--- src/flash_dma_consts.svh ---
`ifndef FLASH_DMA_CONSTS_SVH
`define FLASH_DMA_CONSTS_SVH

// Register byte offsets on the AHB-Lite port.
`define FD_REG_CTRL 8'h00
`define FD_REG_STATUS 8'h04
`define FD_REG_SRC 8'h08
`define FD_REG_COORD 8'h0c
`define FD_REG_WIN_XY 8'h10
`define FD_REG_WIN_WH 8'h14
`define FD_REG_SRC_W 8'h18
`define FD_REG_CLKDIV 8'h1c

// Control register fields.
`define FD_CTRL_SEL_LSB 0
`define FD_CTRL_COORD_SRC 4
`define FD_CTRL_ADDR32 5
`define FD_CTRL_BPP_LSB 6
`define FD_CTRL_BLOCK 8
`define FD_CTRL_START 9

// Status register fields.
`define FD_STAT_BUSY 0
`define FD_STAT_DONE 1

// Read selection codes.
`define FD_SEL_NORMAL 4'h0
`define FD_SEL_FAST 4'h4
`define FD_SEL_FASTEST 4'h8
`define FD_SEL_DUAL_OUT 4'h2
`define FD_SEL_DUAL_IO 4'h3
`define FD_SEL_QUAD_OUT 4'h7
`define FD_SEL_QIO_D4 4'h9
`define FD_SEL_QIO_D6 4'ha
`define FD_SEL_QPI_D6 4'hb
`define FD_SEL_QPI_D8 4'he

// Reset values and timing counts.
`define FD_DIV_RST 8'h02
`define FD_DIV_MIN 8'h02
`define FD_ADDR_BITS_24 6'h18
`define FD_ADDR_BITS_32 6'h20
`define FD_OPCODE_BITS 6'h08

`endif

--- src/flash_dma_pkg.sv ---
package flash_dma_pkg;

  typedef enum logic [2:0] {
    ST_IDLE, ST_CMD, ST_ADDR, ST_DUMMY, ST_DATA, ST_END
  } seq_state_t;

  // Lane counts are kept as log2: 0 one line, 1 two lines, 2 four lines.
  typedef struct packed {
    logic [7:0] opcode;
    logic [1:0] cmd_lg;
    logic [1:0] addr_lg;
    logic [1:0] data_lg;
    logic [4:0] dummy;
  } read_mode_t;

  typedef struct packed {
    logic valid;
    logic linear;
    logic [15:0] x;
    logic [15:0] y;
    logic [31:0] data;
  } mem_wr_t;

  typedef struct packed {
    logic [1:0] idx;
    logic [31:0] acc;
    logic pix_valid;
    logic [31:0] pix;
  } packer_state_t;

  typedef struct packed {
    logic [7:0] cnt;
    logic tick;
  } div_state_t;

endpackage : flash_dma_pkg

--- src/serial_tick_div.sv ---
`include "flash_dma_consts.svh"

// Half-period enable for the serial clock; the divisor is clamped so that
// a half period is never shorter than the input synchroniser delay.
module serial_tick_div #(
  parameter int W = 8
) (
  input wire logic clk_i,
  input wire logic rstn_i,
  input wire logic run_i,
  input wire logic [W-1:0] div_i,
  output logic tick_o
);
  flash_dma_pkg::div_state_t s, next_s;
  logic [W-1:0] lim;

  always_comb begin
    lim = (div_i < W'(`FD_DIV_MIN)) ? W'(`FD_DIV_MIN) : div_i;
    next_s = s;
    next_s.tick = 1'b0;
    if (!run_i) begin
      next_s.cnt = 8'h00;
    end else if (s.cnt >= 8'(lim)) begin
      next_s.cnt = 8'h00;
      next_s.tick = 1'b1;
    end else begin
      next_s.cnt = s.cnt + 8'h01;
    end
  end

  always_ff @(posedge clk_i) begin
    if (!rstn_i) begin
      s <= '0;
    end else begin
      s <= next_s;
    end
  end

  assign tick_o = s.tick;
endmodule : serial_tick_div

--- src/pixel_packer.sv ---
`include "flash_dma_consts.svh"

// Gathers flash bytes into one pixel word, first byte in the low lane.
// No colour conversion is done; the word keeps the display memory layout.
module pixel_packer (
  input wire logic clk_i,
  input wire logic rstn_i,
  input wire logic clear_i,
  input wire logic [1:0] bpp_i,
  input wire logic byte_valid_i,
  input wire logic [7:0] byte_i,
  output logic pix_valid_o,
  output logic [31:0] pix_o
);
  flash_dma_pkg::packer_state_t s, next_s;
  logic [31:0] merged;

  always_comb begin
    next_s = s;
    next_s.pix_valid = 1'b0;
    merged = s.acc;
    merged[{s.idx, 3'b000} +: 8] = byte_i;
    if (clear_i) begin
      next_s.idx = 2'b00;
      next_s.acc = 32'h0000_0000;
    end else if (byte_valid_i) begin
      if (s.idx == bpp_i) begin
        next_s.pix_valid = 1'b1;
        next_s.pix = merged;
        next_s.idx = 2'b00;
        next_s.acc = 32'h0000_0000;
      end else begin
        next_s.acc = merged;
        next_s.idx = s.idx + 2'b01;
      end
    end
  end

  always_ff @(posedge clk_i) begin
    if (!rstn_i) begin
      s <= '0;
    end else begin
      s <= next_s;
    end
  end

  assign pix_valid_o = s.pix_valid;
  assign pix_o = s.pix;
endmodule : pixel_packer

--- src/serial_flash_read_dma.sv ---
// Decided for this implementation: the AHB-Lite register port and the address map.
`include "flash_dma_consts.svh"

// Functional notes
// - 1001b: quad I/O, one-line opcode, 4 dummies.
// - 1010b: same quad I/O read, 6 dummies.
// - 1011b: all-four-line opcode EBh, 6 dummies.
// - 1110b: all-four-line opcode EBh, 8 dummies.
// - Opcode follows 24-bit or 32-bit addressing; 1000b keeps 1Bh and the all-four-line modes keep EBh for both widths.
// - Address width bit picks 24 or 32 address bits.
// - Dual I/O address takes 12 or 16 clocks.
// - Dual output data: two bits per clock.
// - 8bpp: one byte per pixel, 3:3:2.
// - 16bpp: two bytes, low byte first.
// - 24bpp: three bytes, blue green red.
// - 32bpp: four bytes, blue green red alpha.
// - Source is flash; destination is active window.
// - Autonomous transfer, completion pulse to host.
// - Block mode fills rectangle pixel by pixel.
// - Coordinate bit: destination or source corner.
// - 0000b no dummies; 0100b eight dummies.
// - 0010b dual output 8; 0011b dual I/O 4.
module serial_flash_read_dma (
  input wire logic clk_i,
  input wire logic rstn_i,
  input wire logic hsel_i,
  input wire logic [31:0] haddr_i,
  input wire logic [1:0] htrans_i,
  input wire logic hwrite_i,
  input wire logic [2:0] hsize_i,
  input wire logic [31:0] hwdata_i,
  input wire logic hready_i,
  output logic [31:0] hrdata_o,
  output logic hreadyout_o,
  output logic hresp_o,
  output logic flash_sclk_o,
  output logic flash_cs_n_o,
  output logic [3:0] flash_io_o,
  output logic [3:0] flash_io_oe_n_o,
  input wire logic [3:0] flash_io_i,
  output flash_dma_pkg::mem_wr_t mem_wr_o,
  output logic done_o
);
  typedef struct packed {
    flash_dma_pkg::seq_state_t st;
    logic [7:0] div;
    logic [3:0] sel;
    logic coord_src;
    logic addr32;
    logic [1:0] bpp;
    logic block;
    logic done;
    logic [31:0] src;
    logic [31:0] coord;
    logic [31:0] win_xy;
    logic [31:0] win_wh;
    logic [15:0] src_w;
    logic wr_pend;
    logic [7:0] wr_addr;
    logic [31:0] hrdata;
    flash_dma_pkg::read_mode_t mode;
    logic sclk;
    logic cs_n;
    logic [31:0] sr;
    logic [31:0] faddr;
    logic [5:0] cnt;
    logic [7:0] rx;
    logic [3:0] rxn;
    logic [31:0] left;
    logic byte_v;
    logic [7:0] byte_d;
    logic [15:0] x0;
    logic [15:0] x;
    logic [15:0] y;
    flash_dma_pkg::mem_wr_t mem;
    logic irq;
    logic [3:0] sync1;
    logic [3:0] sync2;
    logic [3:0] io;
    logic [3:0] oe_n;
  } dma_state_t;

  dma_state_t s, next_s;
  logic tick;
  logic pix_valid;
  logic [31:0] pix;
  logic start;
  logic [1:0] eff_bpp;
  logic [2:0] bpb;
  logic [31:0] npx;
  logic [31:0] off;
  logic [1:0] lg;
  logic [3:0] in_bits;
  logic [7:0] rx_new;

  function automatic flash_dma_pkg::read_mode_t decode(
    input logic [3:0] sel, input logic a32);
    flash_dma_pkg::read_mode_t m;
    m = '{opcode: a32 ? 8'h13 : 8'h03, cmd_lg: 2'd0, addr_lg: 2'd0,
          data_lg: 2'd0, dummy: 5'd0};
    case (sel)
      `FD_SEL_FAST: begin
        m.opcode = a32 ? 8'h0c : 8'h0b;
        m.dummy = 5'd8;
      end
      `FD_SEL_FASTEST: begin
        m.opcode = 8'h1b;
        m.dummy = 5'd16;
      end
      `FD_SEL_DUAL_OUT: begin
        m.opcode = a32 ? 8'h3c : 8'h3b;
        m.data_lg = 2'd1;
        m.dummy = 5'd8;
      end
      `FD_SEL_DUAL_IO: begin
        m.opcode = a32 ? 8'hbc : 8'hbb;
        m.addr_lg = 2'd1;
        m.data_lg = 2'd1;
        m.dummy = 5'd4;
      end
      `FD_SEL_QUAD_OUT: begin
        m.opcode = a32 ? 8'h6c : 8'h6b;
        m.data_lg = 2'd2;
        m.dummy = 5'd8;
      end
      // Quad I/O, opcode by address width.
      `FD_SEL_QIO_D4: begin
        m.opcode = a32 ? 8'hec : 8'heb;
        m.addr_lg = 2'd2;
        m.data_lg = 2'd2;
        m.dummy = 5'd4;
      end
      `FD_SEL_QIO_D6: begin
        m.opcode = a32 ? 8'hec : 8'heb;
        m.addr_lg = 2'd2;
        m.data_lg = 2'd2;
        m.dummy = 5'd6;
      end
      // Opcode on four lines, six dummies.
      `FD_SEL_QPI_D6: begin
        m = '{opcode: 8'heb, cmd_lg: 2'd2, addr_lg: 2'd2,
              data_lg: 2'd2, dummy: 5'd6};
      end
      // Opcode on four lines, eight dummies.
      `FD_SEL_QPI_D8: begin
        m = '{opcode: 8'heb, cmd_lg: 2'd2, addr_lg: 2'd2,
              data_lg: 2'd2, dummy: 5'd8};
      end
      default: begin
      end
    endcase
    return m;
  endfunction : decode

  serial_tick_div #(.W(8)) u_div (
    .clk_i(clk_i),
    .rstn_i(rstn_i),
    .run_i(s.st != flash_dma_pkg::ST_IDLE),
    .div_i(s.div),
    .tick_o(tick)
  );

  pixel_packer u_pack (
    .clk_i(clk_i),
    .rstn_i(rstn_i),
    .clear_i(start),
    .bpp_i(eff_bpp),
    .byte_valid_i(s.byte_v),
    .byte_i(s.byte_d),
    .pix_valid_o(pix_valid),
    .pix_o(pix)
  );

  always_comb begin
    next_s = s;
    next_s.byte_v = 1'b0;
    next_s.irq = 1'b0;
    next_s.mem.valid = 1'b0;
    next_s.sync1 = flash_io_i;
    next_s.sync2 = s.sync1;
    start = 1'b0;
    npx = 32'h0000_0000;
    off = 32'h0000_0000;
    lg = 2'd0;
    in_bits = 4'h0;
    rx_new = 8'h00;

    // Register writes land in the data phase.
    if (s.wr_pend) begin
      case (s.wr_addr)
        `FD_REG_CTRL: begin
          next_s.sel = hwdata_i[`FD_CTRL_SEL_LSB +: 4];
          next_s.coord_src = hwdata_i[`FD_CTRL_COORD_SRC];
          next_s.addr32 = hwdata_i[`FD_CTRL_ADDR32];
          next_s.bpp = hwdata_i[`FD_CTRL_BPP_LSB +: 2];
          next_s.block = hwdata_i[`FD_CTRL_BLOCK];
          start = hwdata_i[`FD_CTRL_START] &&
                  (s.st == flash_dma_pkg::ST_IDLE);
        end
        `FD_REG_SRC: next_s.src = hwdata_i;
        `FD_REG_COORD: next_s.coord = hwdata_i;
        `FD_REG_WIN_XY: next_s.win_xy = hwdata_i;
        `FD_REG_WIN_WH: next_s.win_wh = hwdata_i;
        `FD_REG_SRC_W: next_s.src_w = hwdata_i[15:0];
        `FD_REG_CLKDIV: next_s.div = hwdata_i[7:0];
        default: begin
        end
      endcase
    end

    // Linear mode moves plain bytes, one per memory item.
    eff_bpp = next_s.block ? next_s.bpp : 2'd0;
    bpb = 3'(eff_bpp) + 3'd1;

    case (s.st)
      flash_dma_pkg::ST_IDLE: begin
        next_s.sclk = 1'b0;
        next_s.cs_n = 1'b1;
        if (start) begin
          npx = 32'(next_s.win_wh[15:0] * next_s.win_wh[31:16]);
          // Coordinates name the source or destination corner.
          off = 32'(next_s.coord[31:16] * next_s.src_w) +
                32'(next_s.coord[15:0]);
          next_s.done = 1'b0;
          next_s.mode = decode(next_s.sel, next_s.addr32);
          // Destination starts at the window corner when coord_src is set, else at the coordinates.
          next_s.x0 = next_s.coord_src ? next_s.win_xy[15:0] :
                      next_s.coord[15:0];
          next_s.x = next_s.x0;
          next_s.y = next_s.coord_src ? next_s.win_xy[31:16] :
                     next_s.coord[31:16];
          next_s.faddr = next_s.coord_src ?
                         next_s.src + 32'(off * 32'(bpb)) : next_s.src;
          next_s.left = 32'(npx * 32'(bpb));
          next_s.rx = 8'h00;
          next_s.rxn = 4'h0;
          if (next_s.left != 32'h0000_0000) begin
            next_s.st = flash_dma_pkg::ST_CMD;
            next_s.cs_n = 1'b0;
            next_s.sr = {next_s.mode.opcode, 24'h000000};
            next_s.cnt = `FD_OPCODE_BITS >> next_s.mode.cmd_lg;
          end else begin
            next_s.done = 1'b1;
            next_s.irq = 1'b1;
          end
        end
      end
      flash_dma_pkg::ST_END: begin
        if (tick) begin
          if (s.sclk) begin
            next_s.sclk = 1'b0;
          end else begin
            next_s.cs_n = 1'b1;
            next_s.st = flash_dma_pkg::ST_IDLE;
            next_s.done = 1'b1;
            next_s.irq = 1'b1;
          end
        end
      end
      default: begin
        if (tick && !s.sclk) begin
          next_s.sclk = 1'b1;
          if (s.st == flash_dma_pkg::ST_DATA) begin
            // Data bits arrive on every returned line.
            case (s.mode.data_lg)
              2'd0: rx_new = {s.rx[6:0], s.sync2[1]};
              2'd1: rx_new = {s.rx[5:0], s.sync2[1:0]};
              default: rx_new = {s.rx[3:0], s.sync2};
            endcase
            in_bits = s.rxn + (4'h1 << s.mode.data_lg);
            next_s.rx = rx_new;
            next_s.rxn = in_bits;
            if (in_bits == 4'h8) begin
              next_s.rxn = 4'h0;
              next_s.byte_v = 1'b1;
              next_s.byte_d = rx_new;
              next_s.left = s.left - 32'h0000_0001;
              if (s.left == 32'h0000_0001) begin
                next_s.st = flash_dma_pkg::ST_END;
              end
            end
          end
        end else if (tick && s.sclk) begin
          next_s.sclk = 1'b0;
          lg = (s.st == flash_dma_pkg::ST_CMD) ? s.mode.cmd_lg :
               s.mode.addr_lg;
          next_s.cnt = s.cnt - 6'h01;
          next_s.sr = s.sr << (6'h01 << lg);
          if (s.cnt == 6'h01) begin
            case (s.st)
              flash_dma_pkg::ST_CMD: begin
                // Address clocks by width and lanes.
                next_s.st = flash_dma_pkg::ST_ADDR;
                next_s.sr = s.addr32 ? s.faddr : {s.faddr[23:0], 8'h00};
                next_s.cnt = (s.addr32 ? `FD_ADDR_BITS_32 :
                              `FD_ADDR_BITS_24) >> s.mode.addr_lg;
              end
              flash_dma_pkg::ST_ADDR: begin
                next_s.cnt = 6'(s.mode.dummy);
                next_s.st = (s.mode.dummy == 5'd0) ?
                            flash_dma_pkg::ST_DATA :
                            flash_dma_pkg::ST_DUMMY;
              end
              flash_dma_pkg::ST_DUMMY: next_s.st = flash_dma_pkg::ST_DATA;
              default: next_s.cnt = s.cnt;
            endcase
          end
        end
      end
    endcase

    // Block fill walks the window row by row.
    if (pix_valid) begin
      next_s.mem = '{valid: 1'b1, linear: !s.block, x: s.x, y: s.y,
                     data: pix};
      if (s.x == s.x0 + s.win_wh[15:0] - 16'h0001) begin
        next_s.x = s.x0;
        next_s.y = s.y + 16'h0001;
      end else begin
        next_s.x = s.x + 16'h0001;
      end
    end

    // Pin drive follows the phase being entered.
    next_s.io = 4'h0;
    next_s.oe_n = 4'hf;
    if (next_s.st != flash_dma_pkg::ST_IDLE) begin
      if (next_s.mode.data_lg != 2'd2) begin
        // Write-protect and hold stay inactive outside quad modes.
        next_s.io[3:2] = 2'b11;
        next_s.oe_n[3:2] = 2'b00;
      end
      case (next_s.st)
        flash_dma_pkg::ST_CMD, flash_dma_pkg::ST_ADDR: begin
          lg = (next_s.st == flash_dma_pkg::ST_CMD) ?
               next_s.mode.cmd_lg : next_s.mode.addr_lg;
          case (lg)
            2'd0: begin
              next_s.io[0] = next_s.sr[31];
              next_s.oe_n[0] = 1'b0;
            end
            2'd1: begin
              next_s.io[1:0] = next_s.sr[31:30];
              next_s.oe_n[1:0] = 2'b00;
            end
            default: begin
              next_s.io = next_s.sr[31:28];
              next_s.oe_n = 4'h0;
            end
          endcase
        end
        default: begin
          if (next_s.mode.data_lg == 2'd0) begin
            next_s.oe_n[0] = 1'b0;
          end
        end
      endcase
    end

    // Reads see any write of the previous data phase.
    next_s.wr_pend = 1'b0;
    if (hsel_i && htrans_i[1] && hready_i) begin
      next_s.wr_pend = hwrite_i;
      next_s.wr_addr = haddr_i[7:0];
      case (haddr_i[7:0])
        `FD_REG_CTRL: next_s.hrdata = {23'h0, next_s.block, next_s.bpp,
          next_s.addr32, next_s.coord_src, next_s.sel};
        `FD_REG_STATUS: next_s.hrdata = {30'h0, next_s.done,
          next_s.st != flash_dma_pkg::ST_IDLE};
        `FD_REG_SRC: next_s.hrdata = next_s.src;
        `FD_REG_COORD: next_s.hrdata = next_s.coord;
        `FD_REG_WIN_XY: next_s.hrdata = next_s.win_xy;
        `FD_REG_WIN_WH: next_s.hrdata = next_s.win_wh;
        `FD_REG_SRC_W: next_s.hrdata = {16'h0, next_s.src_w};
        `FD_REG_CLKDIV: next_s.hrdata = {24'h0, next_s.div};
        default: next_s.hrdata = 32'h0000_0000;
      endcase
    end
  end

  always_ff @(posedge clk_i) begin
    if (!rstn_i) begin
      s <= '0;
      s.st <= flash_dma_pkg::ST_IDLE;
      s.div <= `FD_DIV_RST;
      s.cs_n <= 1'b1;
      s.oe_n <= 4'hf;
    end else begin
      s <= next_s;
    end
  end

  assign hrdata_o = s.hrdata;
  assign hreadyout_o = 1'b1;
  assign hresp_o = 1'b0;
  assign flash_sclk_o = s.sclk;
  assign flash_cs_n_o = s.cs_n;
  assign flash_io_o = s.io;
  assign flash_io_oe_n_o = s.oe_n;
  assign mem_wr_o = s.mem;
  assign done_o = s.irq;
endmodule : serial_flash_read_dma

--- config.mk ---
export PLATFORM = sky130hd
export DESIGN_NAME = serial_flash_read_dma
export DESIGN_NICKNAME = d
export VERILOG_FILES = /design/src/flash_dma_pkg.sv /design/src/serial_tick_div.sv /design/src/pixel_packer.sv /design/src/serial_flash_read_dma.sv
export VERILOG_INCLUDE_DIRS = /design/src /design/src/src
export SDC_FILE = /design/constraint.sdc
export NUM_CORES = 2
export LEC_CHECK = 0
export BUFFER_PORTS_ARGS = -buffer_cell sky130_fd_sc_hd__buf_2
export CORE_UTILIZATION = 65
export CTS_BUF_LIST = sky130_fd_sc_hd__clkbuf_8
export CTS_CLUSTER_DIAMETER = 150
export CTS_CLUSTER_SIZE = 40
export DETAILED_ROUTE_END_ITERATION = 16
export PLACE_DENSITY_LB_ADDON = 0.15
export SLEW_MARGIN = 40
export SYNTH_ARGS = -nofsm -noshare
export SYNTH_HDL_FRONTEND = slang
export SYNTH_SLANG_ARGS = --single-unit
--- constraint.sdc ---
create_clock -name clk_i -period 24.1 [get_ports clk_i]
set_clock_uncertainty 0.15 [all_clocks]
set_input_delay 1.205 -clock clk_i [delete_from_list [all_inputs] [get_ports clk_i]]
set_output_delay 1.205 -clock clk_i [all_outputs]
set_load 0.01 [all_outputs]
## After elaboration in Yosys (flattened, before gate mapping)

Cells that the tools add are included.

- Add/sub/neg operators: 13
- Equal/unequal tests: 43
- Order comparisons: 2
- Reductions and logical operators: 54
- Shift-type cells: 7
- Bitwise gates (word level): 8
- Muxes and demuxes: 100
- $mul: 4

Operators with widths:

| cell | number |
|---|---|
| 32-bit 2-to-1 mux | 12 |
| 32-bit case mux with 8 select lines | 1 |
| 144-bit 2-to-1 mux | 1 |
| 115-bit 2-to-1 mux | 1 |
| 53-bit 2-to-1 mux | 2 |
| 50-bit case mux with 2 select lines | 1 |
| 98-bit 2-to-1 mux | 1 |
| 16-bit 2-to-1 mux | 5 |
| 33-bit 2-to-1 mux | 2 |
| 8-bit by 5-bit == test with 1-bit output, second input constant | 8 |
| 16-bit by 16-bit multiplier with 32-bit output | 2 |
| 32-bit by 3-bit multiplier with 32-bit output | 2 |
| 32-bit case mux with 2 select lines | 1 |
| 8-bit case mux with 7 select lines | 1 |
| 3-bit 2-to-1 mux | 16 |
| 45-bit 2-to-1 mux | 1 |
| 34-bit 2-to-1 mux | 1 |
| 16-bit by 1-bit adder with 16-bit output, second input constant | 2 |
| 32-bit by 16-bit adder with 32-bit output | 1 |
| 32-bit adder | 1 |
| 32-bit bitwise mux | 1 |
| 32-bit by 1-bit == test with 1-bit output, second input constant | 1 |
| 8-bit by 4-bit == test with 1-bit output, second input constant | 4 |
| 32-bit nonzero test | 1 |
| 67 further kinds | 162 |

- Bits of input ports: 78
- Logic and storage cells: 283
- Register bits: 548
- Output and inout port bits: 111

## Longest topological paths before layout

- Depth in word-level cells: 16
- Depth in mapped cells: 49
- Gate-level depth less buffers: 45

## Modules after synthesis

A second synthesis with hierarchy kept.

- Cells, all modules: 6169
- Area total of the unflattened synthesis: 51221.6 um^2

By module, submodules not included:

| module | instances | cells an instance | sequential area each (um^2) | area an instance (um^2) |
|---|---|---|---|---|
| serial_flash_read_dma | 1 | 5792 | 9409.0 | 47539.3 |
| pixel_packer | 1 | 310 | 1341.3 | 3036.7 |
| serial_tick_div | 1 | 67 | 180.2 | 645.6 |

## Worst setup path before layout

No wires, ideal clock.

- Path kind: flip-flop to flip-flop
- From: reg s[308] (netlist bit)
- To: reg s (netlist bit flash_io_o[1])
- Path slack: 12.542 ns
- Path buffers: 6
- Stages on the path, launching flop included: 45
- Data arrival time: 11.290 ns
- Setup time: 0.118 ns
- Clock period less this slack: 11.558 ns
- Required time: 23.832 ns
- Cells stage by stage: dfxtp_1 > nor4b_4 > and4b_1 > buf_2 > clkbuf_1 > buf_1 > mux2_2 > clkbuf_1 > nand2_1 > fa_1 > fa_1 > inv_1 > fa_1 > inv_1 > fa_1 > fa_1 > fa_1 > inv_1 > [... 9 more ...] > xnor2_1 > nand2_1 > fa_1 > inv_1 > ha_1 > and2_1 > clkbuf_1 > a211o_1 > a211o_1 > a31oi_1 > a211oi_1 > a2111o_1 > nor4_2 > nand4b_1 > o41ai_4 > mux2_4 > and2_4 > a21boi_2

- Word-level cells in the longest chain between the ends: 14
- Elaborated cells between the ends (all ways): 47
- Those cells by class: add/sub: 1; mul: 2; eq/ne: 13; mux: 22; reduce/logical: 9

RTL lines:

| item | line | RTL |
|---|---|---|
| from (decl) | serial_flash_read_dma.sv:83 | `dma_state_t s, next_s;` |
| from (signal assigned) | serial_flash_read_dma.sv:389 | `s <= next_s;` |
| branches (longest 14 deep; another with 16-bit by 16-bit multiplier with 32-bit output) | -- |  |

Several ways; the timed one is not identified. The select of a mux whose other input is x is not followed.
A chain may end at the register's enable or synchronous reset.

## Worst setup path after layout

- From: reg s[308] (netlist bit)
- To: reg s (netlist bit flash_io_o[3])

- Word-level cells in the longest chain between the ends: 16
- Elaborated cells between the ends (all ways): 54
- Those cells by class: add/sub: 1; mul: 2; eq/ne: 14; mux: 25; reduce/logical: 12

RTL lines:

| item |
|---|
| branches (longest 16 deep; another with 16-bit by 16-bit multiplier with 32-bit output) |

Several ways; the timed one is not identified. The select of a mux whose other input is x is not followed.

==> flow_summary_export.csv <==
group,metric,value,unit
outcome,status,"complete, no violations",
yosys,yosysTopAreaCell,"dfxtp_1",
floorplan,num_rows,102,
timing,worst_slew_pin_slew,953.2,ps
finish,area_growth,2.704,%
timing,rsz0062_at_grt,"no",
finish,regArea,10940,µm²
global_routing,antenna_found_initial,4,
yosys,synth_ff_type,"dfxtp_1",
critical_path,crit_top_cell,"fa_1",
yosys,avgSynthCellArea,8.261,µm²
clock_network,clk_path_buf_depth,3,
place,post_dp_cell_area,51980,µm²
clock_network,post_cts_buffers,0,
timing,max_freq,72.56,MHz
floorplan,dieArea,79560,µm²
yosys,synth-edff-count,0,
finish,mostFrequentLayoutCell,"nand2_1",
drt,routed_via_density,6.174,
yosys,synth-async-reset-ratio,0,
yosys,synthesis.nets,7073,
job,maxCapViolCount,0,
finish,drive_gt1_frac,0.07479,
critical_path,cp.required,24620,ps
clock_network,cts_resized,0,
finish,nFillCells,6671,
yosys,synth_area_leaders,"dfxtp_1 21%, fa_1 19%, ha_1 8.0%",
floorplan,fp.dieH,282.1,µm
pwr,totalPowerFinal,0.001341,W
critical_path,end_kind,"register",
worst_hold_path,hp-class,"register to register",
critical_path,crit_path_max_fanout,60,
timing,finalHoldViolations,0,
yosys,synth_area,50990,µm²
yosys,syn_inst,6172,
global_routing,track_usage,0.3760,
place,place_congestion,0.9561,
clock_network,cts_root_buffer,"clkbuf_8",
floorplan,die_x,282.1,µm
yosys,yosysSeqAreaShare,0.2144,
yosys,ys_warn_count,0,
timing,max_slew_margin,0.3463,
timing,whs,322.6,ps
timing,period_needed,13780,ps
place,hpwlAfterDp,116200,µm
yosys,ys_seq_elements,546,
place,port_buffers,158,
drt,ant_nets,0,
finish,multi_input_area,35550,µm²
global_routing,grt_overflow,0,
pwr,power_density,25.60,nW/µm²
drt,vias,43590,
clock_network,clock_sinks,546,
finish,stdcell_area,52370,µm²
finish,final_cell_mix,"792 x nand2_1, 738 x nor2_1, 705 x inv_1, 544 x dfxtp_1, 495 x fa_1",
drt,drc,0,
clock_network,cts_tree,"done",
clock_network,numCtsBuffers,18,
critical_path,cpPeakStageDelay,690,ps
clock_network,path_clk_slew,240,ps
pwr,max-vdd-ir-drop,0.04179,mV
floorplan,start_util,0.6571,
clock_network,clk_latency,730,ps
finish,nets,6914,
global_routing,grt_pass1_vias,41450,
clock_network,htreeDepth,1,
critical_path,cp-start-kind,"register",
place,dp_worst_setup_slack,10490,ps
clock_network,cts_hold_buf,0,
critical_path,criticalPathCategory,"register to register",
drt,wl,149600,µm
drt,first_pass_iters,8,
drt,drt_iter0_drc,4216,
critical_path,r2r_slack,10320,ps
floorplan,coreArea,77590,µm²
timing,fin_setup_tns,0,ps
global_routing,grt_pass1_wl,232200,µm
timing,slew_viol_final,0,
critical_path,worstPathArrival,14310,ps
timing,setup_viol,0,
critical_path,slowest_stage,"buf_4",
timing,final.period_utilization,0.5719,
yosys,yosysUniqueCellTypes,90,
pwr,p_leak,22.67,nW
floorplan,ios,189,
yosys,synth_top_area_frac,0.2144,
timing,setup_ws,10320,ps
drt,wl_per_cell,21.18,µm
global_routing,grt_max_degree,113,
-- cell usage after synthesis, types with 12 or more instances --
library cell and instances:
nand2_1 794, and3_1 51, or3_1 50, fa_1 495, mux4_2 24, a221oi_1 36, and2_1 52, o22ai_1 68
dfxtp_1 546, xor2_1 46, nor4_1 16, inv_1 705, nor2_1 739, nor3_1 111, o311ai_0 14, ha_1 328
o21a_1 31, a31oi_1 38, xnor2_1 109, nand3b_1 23, a211oi_1 107, a21oi_1 307, o21bai_1 17, o221ai_1 12
o21ai_1 13, or2_2 12, o21ai_0 170, nor2b_1 54, mux2_2 77, o2111ai_1 19, o211ai_1 47, nand3_1 126
clkbuf_1 288, a21o_1 44, buf_4 109, nand4_1 16, mux2i_1 274, buf_1 33, nand2b_1 28
-- routing by layer --
metal / share of wire / up-vias / global-route usage
li1: - / 20050 / -
met1: 0.41 / 21090 / 0.5084
met2: 0.43 / 2084 / 0.5736
met3: 0.10 / 371 / 0.07194
met4: 0.059 / 2 / 0.1958
met5: 0.000074 / - / 0
-- metrics by stage --
step / std cells / utilization
4_1_cts: 7056 / 0.6741
3_5_place_dp: 7032 / 0.6699
6_report: 7061 / 0.6749
3_3_place_gp: 7031 / 0.6685
2_1_floorplan: 6172 / -
5_1_grt: 7058 / 0.6748
-- where the power goes --
group	switching (W)	internal, W	total, W
Clock	0.000295	0.0000753	0.000370
Sequential	0.00000341	0.000909	0.000913
Combinational	0.0000451	0.0000131	0.0000583
-- critical path: cells and delay by family (launching register included) --
family                   cells  cell delay, ps
buffers and inverters        5             890
multiplexers                 1             500
flip-flops                   1             380
AO/OA/AOI/OAI               13            3930
AND/OR/NAND/NOR             11            3030
XOR/XNOR                     1             380
adder cells (fa/ha/maj)      9            4350
-- logic make-up after synthesis --
group,after synthesis,synth area share
buf+inv,1142,0.09239
compound gates,1016,0.1284
flops,546,0.2144
other cells,2,0.0001473
simple gates,2109,0.1803
mux,377,0.08199
fa+ha+maj,823,0.2748
xor+xnor,157,0.02753
-- sequential cells by signal, indices dropped and copies added (netlist names) --
signal              count
s                     358
mem_wr_o               66
u_pack.s               34
hrdata_o               32
u_pack.pix_o           32
u_div.s                 8
flash_io_o              4
next_s                  4
flash_io_oe_n_o         3
done_o                  1
flash_cs_n_o            1
flash_sclk_o            1
u_div.tick_o            1
u_pack.pix_valid_o      1
-- final timing paths --
path	endpoint	startpoint	cells after the start
setup reg to reg	flash_io_o[3]$_SDFF_PN0_	s[308]$_SDFFE_PN0P_	40
hold reg to reg	s[11]$_SDFF_PN0_	next_s[11]$_SDFF_PN0_	1
hold / removal	s[11]$_SDFF_PN0_	next_s[11]$_SDFF_PN0_	1
setup / recovery	flash_io_o[3]$_SDFF_PN0_	s[308]$_SDFFE_PN0P_	40
-- final cells by class --
type                       instances  share of cell area
clock inverter                     6            0.001529
inverter                         705             0.05068
clock buffer                      18            0.004731
sequential                       546              0.2088
multi-input combinational       4484              0.6789
tap                             1040             0.02485
timing repair buffer             258             0.03032
antenna                            4           0.0001911
No activity file was read; power rests on OpenSTA's default activity.
